File: src/design/cw_consts.svh
// Purpose: constants for the drive control word decoder
// Assumes: 16-bit control word, one word per receive telegram
// Notes: bit positions and state-code values
`ifndef CW_CONSTS_SVH
`define CW_CONSTS_SVH
// ==========================================
// control word layout
`define CW_WIDTH 16
`define CW_RESET 16'h0000
`define CW_SC_LSB 0
`define CW_SC_MSB 3
`define CW_B_RAMP 4
`define CW_B_UNFREEZE 5
`define CW_B_SETPOINT 6
`define CW_B_FAULT_ACK 7
`define CW_B_JOG1 8
`define CW_B_JOG2 9
`define CW_B_PLC 10
`define CW_B_HOME 11
`define CW_B_REL 12
`define CW_B_IMMED 13
`define CW_RSVD_MASK 16'hC000
// ==========================================
// state-control command codes (bits 3..0)
`define SC_SHUTDOWN 4'h6
`define SC_SWITCH_ON 4'h7
`define SC_ENABLE_OP 4'hF
`define SC_DISABLE_V 4'h0
`define SC_QUICK_STOP 4'h2
`define SC_DISABLE_OP 4'h7
// ==========================================
// status word bit positions
`define SW_RDY_ON 0
`define SW_ON 1
`define SW_OP_EN 2
`define SW_FAULT 3
`define SW_QSTOP_N 5
`define SW_BLOCKED 6
`define SW_PLC 9
`endif

File: src/design/cw_pkg.sv
// Purpose: types for the drive control word decoder
// Assumes: constants come from cw_consts.svh
// Notes: none
package cw_pkg;
  // ==========================================
  // device states
  typedef enum logic [2:0]
  {
    ST_BLOCKED,
    ST_READY,
    ST_SWITCHED_ON,
    ST_OP_ENABLED,
    ST_QUICK_STOP,
    ST_FAULT
  } dev_state_t;
  // operating modes
  typedef enum logic [1:0]
  {
    MODE_POSITION,
    MODE_SPEED,
    MODE_TORQUE,
    MODE_JOG
  } op_mode_t;
  // decoded motion commands
  typedef struct packed
  {
    logic pos_abort;
    logic pos_no_stop;
    logic pos_activate;
    logic speed_sp_off;
    logic ramp_unfreeze;
    logic sp_enable;
    logic jog1;
    logic jog2;
    logic plc_ctrl;
    logic home_start;
    logic relative;
    logic immediate;
    logic fault_ack;
  } motion_cmd_t;
endpackage : cw_pkg

File: src/design/drive_control_word_decoder.sv
// Purpose: decode the cyclic drive control word into state and motion commands
// Assumes: telegram slot data arrives synchronous to CLK with a last-item flag
// Notes: control word is taken only on the telegram's last item
// Operation
// - control word sits at one fixed slot
// - apply control word after other telegram data
// - bits 0..3 jointly select state transition
// - host command or internal fault changes state
// - bit meaning depends on operating mode
// - positioning: bit 4 low aborts move
// - speed: bit 4 low disables speed setpoints
// - bit 5 unfreeze ramp or no-stop
// - bit 6 setpoint enable or activate task
// - bit 7 acknowledges latched fault
// - bits 8, 9 switch on jog one, two
// - bit 10 marks PLC control authority
// - bit 11 starts homing run
// - bit 12 relative, bit 13 immediate
// - state reported back through status word
// - positioning: clearing bit 5 decelerates to stop
`timescale 1ns/1ns
`include "cw_consts.svh"
module drive_control_word_decoder
  import cw_pkg::*;
#(
  parameter int SLOT_W = 4,
  parameter logic [SLOT_W-1:0] CW_SLOT = '0
)
(
  // clock, reset, enable
  input wire logic CLK,
  input wire logic RSTN,
  input wire logic CE,
  // receive telegram items
  input wire logic RX_VALID,
  input wire logic [SLOT_W-1:0] RX_SLOT,
  input wire logic [`CW_WIDTH-1:0] RX_DATA,
  input wire logic RX_LAST,
  // drive context
  input wire op_mode_t MODE,
  input wire logic FAULT,
  // decoded outputs
  output logic [`CW_WIDTH-1:0] CONTROL_WORD,
  output motion_cmd_t MOTION,
  output logic CMD_STROBE,
  output dev_state_t STATE,
  output logic [`CW_WIDTH-1:0] STATUS_WORD
);
  // ==========================================
  // holding of the control word until the telegram ends
  logic [`CW_WIDTH-1:0] pend_q; // captured word
  logic pend_v_q; // capture seen this telegram
  logic apply_q; // one-cycle apply pulse
  logic [`CW_WIDTH-1:0] cw_q; // applied word
  dev_state_t st;
  logic cw_hit;
  logic end_tel;

  // slot match
  function automatic logic slot_is_cw(input logic v, input logic [SLOT_W-1:0] s);
    slot_is_cw = v && (s == CW_SLOT);
  endfunction : slot_is_cw

  assign cw_hit = slot_is_cw(RX_VALID, RX_SLOT);
  assign end_tel = RX_VALID && RX_LAST;

  // capture the word at its slot, keep until the last item
  always_ff @(posedge CLK)
  begin
    if (!RSTN)
    begin
      pend_q <= `CW_RESET;
      pend_v_q <= 1'b0;
    end
    else if (CE)
    begin
      if (end_tel)
        pend_v_q <= 1'b0;
      else if (cw_hit)
      begin
        pend_q <= RX_DATA;
        pend_v_q <= 1'b1;
      end
    end
  end

  // apply after all other items of the telegram
  always_ff @(posedge CLK)
  begin
    if (!RSTN)
    begin
      cw_q <= `CW_RESET;
      apply_q <= 1'b0;
    end
    else if (CE)
    begin
      apply_q <= end_tel && (pend_v_q || cw_hit);
      if (end_tel && cw_hit)
        cw_q <= RX_DATA & ~`CW_RSVD_MASK;
      else if (end_tel && pend_v_q)
        cw_q <= pend_q & ~`CW_RSVD_MASK;
    end
  end

  // ==========================================
  // device state machine
  cw_state_machine u_sm
  (
    .clk(CLK),
    .rstn(RSTN),
    .ce(CE),
    .apply(apply_q),
    .code(cw_q[`CW_SC_MSB:`CW_SC_LSB]),
    .fault_ack(cw_q[`CW_B_FAULT_ACK]),
    .fault_in(FAULT),
    .state_q(st)
  );

  // ==========================================
  // mode-dependent motion decode
  motion_cmd_t mc;
  always_comb
  begin
    mc = '0;
    if (MODE == MODE_POSITION)
    begin
      mc.pos_abort = !cw_q[`CW_B_RAMP];
      mc.pos_no_stop = cw_q[`CW_B_UNFREEZE];
      mc.pos_activate = cw_q[`CW_B_SETPOINT];
    end
    else
    begin
      mc.speed_sp_off = (MODE == MODE_SPEED) && !cw_q[`CW_B_RAMP];
      mc.ramp_unfreeze = cw_q[`CW_B_UNFREEZE];
      mc.sp_enable = cw_q[`CW_B_SETPOINT];
    end
    mc.fault_ack = cw_q[`CW_B_FAULT_ACK];
    mc.jog1 = cw_q[`CW_B_JOG1];
    mc.jog2 = cw_q[`CW_B_JOG2];
    mc.plc_ctrl = cw_q[`CW_B_PLC];
    mc.home_start = cw_q[`CW_B_HOME];
    mc.relative = cw_q[`CW_B_REL];
    mc.immediate = cw_q[`CW_B_IMMED];
  end

  // status word from the current state and the applied PLC bit
  logic [`CW_WIDTH-1:0] sw;
  always_comb
  begin
    sw = '0;
    sw[`SW_BLOCKED] = (st == ST_BLOCKED);
    sw[`SW_RDY_ON] = (st == ST_READY) || (st == ST_SWITCHED_ON) || (st == ST_OP_ENABLED);
    sw[`SW_ON] = (st == ST_SWITCHED_ON) || (st == ST_OP_ENABLED);
    sw[`SW_OP_EN] = (st == ST_OP_ENABLED);
    sw[`SW_FAULT] = (st == ST_FAULT);
    sw[`SW_QSTOP_N] = (st != ST_QUICK_STOP);
    sw[`SW_PLC] = cw_q[`CW_B_PLC];
  end

  // ==========================================
  // registered outputs
  always_ff @(posedge CLK)
  begin
    if (!RSTN)
    begin
      CONTROL_WORD <= `CW_RESET;
      MOTION <= '0;
      CMD_STROBE <= 1'b0;
      STATE <= ST_BLOCKED;
      STATUS_WORD <= '0;
    end
    else if (CE)
    begin
      CONTROL_WORD <= cw_q;
      MOTION <= mc;
      CMD_STROBE <= apply_q;
      STATE <= st;
      STATUS_WORD <= sw;
    end
  end
endmodule : drive_control_word_decoder

File: src/design/cw_state_machine.sv
// Purpose: device state machine driven by the state-control code
// Assumes: code and strobe are registered by the caller
// Notes: a fault always wins over a host command
`timescale 1ns/1ns
`include "cw_consts.svh"
module cw_state_machine
  import cw_pkg::*;
(
  // clock and reset
  input wire logic clk,
  input wire logic rstn,
  input wire logic ce,
  // command
  input wire logic apply,
  input wire logic [3:0] code,
  input wire logic fault_ack,
  input wire logic fault_in,
  // state
  output dev_state_t state_q
);
  dev_state_t state_d;
  // ==========================================
  // next-state decode of the joint four-bit code
  always_comb
  begin
    state_d = state_q;
    if (fault_in)
      state_d = ST_FAULT;
    else if (apply)
    begin
      case (state_q)
        ST_BLOCKED:
          if (code == `SC_SHUTDOWN) state_d = ST_READY;
        ST_READY:
          if (code == `SC_SWITCH_ON) state_d = ST_SWITCHED_ON;
          else if (code[1] == 1'b0) state_d = ST_BLOCKED;
        ST_SWITCHED_ON:
          if (code == `SC_ENABLE_OP) state_d = ST_OP_ENABLED;
          else if (code == `SC_SHUTDOWN) state_d = ST_READY;
          else if (code[1] == 1'b0) state_d = ST_BLOCKED;
        ST_OP_ENABLED:
          if (code == `SC_DISABLE_OP) state_d = ST_SWITCHED_ON;
          else if (code == `SC_SHUTDOWN) state_d = ST_READY;
          else if (code == `SC_QUICK_STOP) state_d = ST_QUICK_STOP;
          else if (code[1] == 1'b0) state_d = ST_BLOCKED;
        ST_QUICK_STOP:
          if (code[1] == 1'b0) state_d = ST_BLOCKED;
        ST_FAULT:
          if (fault_ack) state_d = ST_BLOCKED;
        default:
          state_d = state_q;
      endcase
    end
  end
  // state register
  always_ff @(posedge clk)
  begin
    if (!rstn)
      state_q <= ST_BLOCKED;
    else if (ce)
      state_q <= state_d;
  end
endmodule : cw_state_machine

File: config.mk
export PLATFORM = sky130hd
export DESIGN_NAME = drive_control_word_decoder
export DESIGN_NICKNAME = d
export VERILOG_FILES = /design/src/design/cw_pkg.sv /design/src/design/drive_control_word_decoder.sv /design/src/design/cw_state_machine.sv
export VERILOG_INCLUDE_DIRS = /design/src /design/src/design
export SDC_FILE = /design/constraint.sdc
export NUM_CORES = 1
export LEC_CHECK = 0
export BUFFER_PORTS_ARGS = -buffer_cell sky130_fd_sc_hd__buf_2
export CAP_MARGIN = 20
export CORE_MARGIN = 2
export CORE_UTILIZATION = 41
export DETAILED_ROUTE_END_ITERATION = 10
export SLEW_MARGIN = 20
export SYNTH_ARGS = -nofsm -noshare
export SYNTH_HDL_FRONTEND = slang
export SYNTH_SLANG_ARGS = --single-unit
export TNS_END_PERCENT = 100
File: constraint.sdc
create_clock -name CLK -period 1.7 [get_ports CLK]
set_clock_uncertainty 0.05 [all_clocks]
set_input_delay 0 -clock CLK [delete_from_list [all_inputs] [get_ports CLK]]
set_output_delay 0 -clock CLK [all_outputs]
set_load 0.05 [all_outputs]
-- Yosys cells after proc, flatten, opt, wreduce, memory -nomap -nowiden
Cells that the tools add are included.
- eq/ne operators: 13
- mux-type cells: 18
- bitwise logic cells: 1
- reductions and logical operators: 22
- operators with widths (cell ; number):
    $mux 3 ; 13
    $mux 16 ; 2
    $pmux 3 s6 ; 1
    $eq 4x3->1 const B ; 2
    $reduce_bool 7->1 ; 1
    $eq 3x2->1 const B ; 2
    $eq 3x3->1 const B ; 2
    $logic_and 1x1->1 ; 6
    $ne 3x3->1 const B ; 2
    $reduce_bool 2->1 ; 3
    $reduce_and 5->1 ; 1
    $eq 4x2->1 const B ; 1
    $eq 4x4->1 const B ; 1
    $logic_not 4->1 ; 1
    $logic_or 1x1->1 ; 4
    $reduce_and 2->1 ; 2
    $eq 3x1->1 const B ; 1
    $logic_not 3->1 ; 1
    $ne 3x2->1 const B ; 1
    $reduce_and 3->1 ; 1
    $eq 2x1->1 const B ; 1
    $logic_not 2->1 ; 1
    $mux 1 ; 2
    $logic_not 1->1 ; 1
    $not 1->1 ; 1
- flip-flop bits (word level): 75
- bits of input ports: 28
- word-level logic and storage cells: 76

-- Depth between registers and ports, before layout
- word-level depth: 7
- gate-level depth with buffers: 7
- depth with buffers taken out: 6

-- Hierarchy
Synthesis repeated with hierarchy kept, for this count alone.
- cells, all modules: 323
- area total of the unflattened synthesis: 2822.7 um^2
- by module, submodules not included (module ; times used ; cells an instance ; area an instance (um^2) ; seq. area each (um^2)):
    drive_control_word_decoder ; 1 ; 286 ; 2528.7 ; 1201.2
    cw_state_machine ; 1 ; 37 ; 294.0 ; 60.1

-- Worst setup path before layout
OpenSTA, ideal clock, no wires.
- path kind: reg2reg
- from: register u_sm.state_q[2]
- to: register u_sm.state_q[0]
- setup time: 0.119 ns
- arrival time: 1.429 ns
- path slack: 0.103 ns
- stages on the path, launching flop included: 8
- cell sequence: dfxtp_1 buf_2 inv_1 ha_1 o21ai_0 nand3b_1 or2_1 o221a_1
- word-level cells in the longest chain between the ends: 4
- elaborated cells between the ends (all ways): 13
- classes of those cells: eq/ne (7); mux (3); reduce/logical (3)
- RTL lines (element ; RTL line ; RTL):
    from (decl) ; cw_state_machine.sv:19 ; output dev_state_t state_q
    from (signal assigned) ; cw_state_machine.sv:61 ; state_q <= state_d;
    $eq 3x3->1, or another cell as far along ; cw_state_machine.sv:31 ; case (state_q)
    $pmux 3 s6 ; cw_state_machine.sv:31 ;
    $mux 3 ; cw_state_machine.sv:29 ; else if (apply)
    $mux 3 ; cw_state_machine.sv:27 ; if (fault_in)
Several ways; a longest one is shown, not always the timed one. The select of a mux whose other input is x is not followed.
A chain may end at the register's enable or synchronous reset.

-- Worst setup path after layout
- from: register u_sm.state_q[0]
- to: register u_sm.state_q[0]
- word-level cells in the longest chain between the ends: 7
- elaborated cells between the ends (all ways): 20
- classes of those cells: eq/ne (7); mux (10); reduce/logical (3)
- RTL lines (element ; RTL line):
    $mux 3 (4 in a row) ; n/a
    $pmux 3 s6 ; cw_state_machine.sv:31
    $mux 3 ; cw_state_machine.sv:29
    $mux 3 ; cw_state_machine.sv:27
Several ways; a longest one is shown, not always the timed one. The select of a mux whose other input is x is not followed.

==> key figures <==
Timing
  • Fmax: 0.6548 GHz
  • Final count of negative-setup-slack endpoints: 0
  • Slew Viols, Final: 0
  • Final min period: 1.527 ns
  • Final hold viol count: 0
  • TNS Setup: 0 ns
  • RSZ-0062 raised after global routing: no
  • Worst Setup Slack, final: 0.1728 ns
  • Final period utilization: 0.8984
  • Worst hold slack: 0.05062 ns

Floorplanning
  • Core area: 6832 sq um
  • IO Pins: 77
  • Die W: 88.14 microns
  • Die Height: 88.14 microns
  • Rows: 30
  • Starting Density: 0.4249
  • DIE AREA: 7769 sq um

Yosys
  • FF+latch count, synth: 63
  • Synth top area share: 0.4345
  • Dominant synthesized flop cell: dfxtp_1
  • Gate count of the mapped netlist: 297
  • Biggest area consumer among synthesized cells: dfxtp_1
  • Netlist cell types: 44
  • Leading post-synthesis cells by instance count: dfxtp_1, mux2i_1, nor2b_1, buf_4, a21oi_1
  • EDFF count, synth: 0
  • Synth area leaders: dfxtp_1, mux2i_1, nor2b_1
  • Yosys Warn Count: 0
  • Sequential-to-total area share from yosys stat: 0.4345
  • Most common cell in the synthesized netlist: dfxtp_1
  • Average footprint of a synthesized cell: 9.774 sq um
  • Async S/R FF share, synth: 0
  • Synthesized cell area: 2903 sq um

Placed design
  • Post-DP HPWL: 3821 microns
  • Count of input and output buffers: 63
  • Final GP Congestion: 0.8541
  • Place WS: 0.1948 ns
  • Post-placement cell count: 433

Clock tree
  • CTS sink count: 63
  • Clk_lat worst skew: 0.33 ns
  • Max clock buf depth: 2
  • Post-CTS setup buffers: 0
  • Number of CTS-inserted buffers: 9
  • Clock transition at the registers of the reported paths: 0.07 ns
  • CTS Hold Bufs: 19
  • CTS tree: done
  • CTS resizes: 0
  • CTS Root Cell: clkbuf_8
  • Depth of the CTS H-tree: 3

Final layout
  • NumNets Final: 396
  • Reg area: 1261 sq um
  • Final std cells w/o fill: 468
  • Number of filler cells placed in the layout: 654
  • Layout cell share with drive strength beyond 1: 0.2446
  • Ant diodes: 0
  • Area grow syn2layout: 22.76%
  • Multi-input gate area: 1409 sq um

Critical path
  • CP peak stage delay: 0.56 ns
  • Arrival time of the worst setup path: 1.71 ns
  • CP max-delay cell: dfxtp_1
  • Origin of the critical flop-to-flop path: u_sm.state_q[0]$_SDFFE_PN0P_
  • Worst setup SP type: flip-flop
  • Crit-path cells: nand2b_1 -> o21ai_0 -> nand3b_1 -> or2_1 -> o221a_1
  • Setup CP Type: reg -> reg
  • CP startpoint: u_sm.state_q[0]$_SDFFE_PN0P_
  • Kind of end point of the critical path: flip-flop
  • Critical Path Fanout Max: 12
  • Req. time, crit path: 1.88 ns

Pwr
  • Pleak: 1.680 nW
  • Worst vdd ir: 0.4968 mV
  • Internal: 2.221 mW
  • Net switching power figure: 763.3 uW
  • Share of power burned in registers: 0.505
  • Comb pwr share: 0.106
  • Clock share of power: 0.389
  • Sw Ratio: 0.2558
  • Cell Pwr Density: 837.5 nW/um^2

Global routing
  • Vias in the first global route: 2025
  • Total track usage: 0.1578
  • Largest net degree at the start of global routing: 50
  • Initial antenna violation count: 0
  • First-pass GRT wire length: 9501 microns
  • Congestion Overflow GR: 0

Min path
  • Hold path startpoint: RX_LAST
  • Hold WC Path Type: in -> reg

Route
  • Drt drc: 0
  • Final wirelength: 5812 microns
  • Final ANT Viol Nets: 0
  • DRT iter0 DRCs: 117
  • Drt wl/cell: 12.42 microns
  • Via count: 2205
  • Routed vias/inst: 4.712
  • TritonRoute pass-1 iters: 4

Run
  • Max Cap Violations: 0

Run status
  • Status: completed
state kept, by name, summed over array words and instances (netlist names):
register / count
pend_q: 14
cw_q: 14
pend_v_q: 1
apply_q: 1
STATE: 3
STATUS_WORD: 6
MOTION: 6
u_sm.state_q: 3
CMD_STROBE: 1
CONTROL_WORD: 14
through the flow:
step	total power, mW	util	instance area [sq um]
2_1_floorplan	1.765	-	2940
3_5_place_dp	1.823	0.4679	3197
3_3_place_gp	1.821	0.4679	3197
4_1_cts	3.032	0.5216	3563
6_report	2.985	0.5216	3563
5_1_grt	3.104	0.5216	3563
routing by layer:
metal / share of wire / vias up / routed length (microns) / global-route usage
met5: 0 / - / 0 / 0
met4: 0.0065 / 0 / 38 / 0.06198
met1: 0.47 / 998 / 2728 / 0.1917
met2: 0.47 / 63 / 2720 / 0.2562
li1: - / 1135 / - / -
met3: 0.056 / 9 / 325 / 0.05655
layout make-up:
| cell class | count | area share |
|---|---|---|
| clock buffer | 13 | 0.04459 |
| clock inverter | 3 | 0.004916 |
| inverter | 5 | 0.005267 |
| multi-input combinational | 198 | 0.3954 |
| sequential | 63 | 0.3539 |
| tap | 96 | 0.03371 |
| timing repair buffer | 90 | 0.1622 |
layout by cell type, fill, tap and decap left out, types with 4 or more instances in the layout:
master	instances
dfxtp_1	63
buf_2	63
mux2i_1	49
nor2b_1	37
dlygate4sd3_1	19
a21oi_1	17
o21ai_1	16
conb_1	11
clkbuf_8	11
nand2_1	7
buf_4	7
nor2_1	6
inv_1	5
nand2b_1	5
and2_1	4
nand3b_1	4
kinds of logic after synthesis:
| family | share of synthesized area |
|---|---|
| muxes | 0.1690 |
| xor gates and xnor gates | 0.003018 |
| adders and majority gates | 0.004310 |
| other | 0.001292 |
| DFF | 0.4345 |
| buffers and inverters | 0.09396 |
| AOI/OAI and AO/OA | 0.1108 |
| and+or+nand+nor | 0.1832 |
power by group through the flow:
stage | Combinational, mW | Clock [mW] | Sequential [mW]
after floorplan | 0.196 | 0 | 1.57
after global placement | 0.281 | 0 | 1.54
after detailed placement | 0.282 | 0 | 1.54
after CTS | 0.316 | 1.21 | 1.51
after global routing | 0.337 | 1.26 | 1.51
final | 0.315 | 1.16 | 1.51
critical path, delay by kind of cell (launching register included):
| family | cells | cell delay (ns) |
|---|---|---|
| DFF | 1 | 0.56 |
| AOI/OAI and AO/OA | 2 | 0.36 |
| and+or+nand+nor | 3 | 0.45 |
worst paths after layout:
path	to	slack, ns	cells past startpoint
max	u_sm.state_q[0]$_SDFFE_PN0P_	0.17	5
min reg2reg	STATUS_WORD[3]$_SDFFE_PN0P_	0.41	2
min	pend_v_q$_SDFFE_PN0P_	0.05	4
max reg2reg	u_sm.state_q[0]$_SDFFE_PN0P_	0.17	5
(Power assumes the default switching activity.)
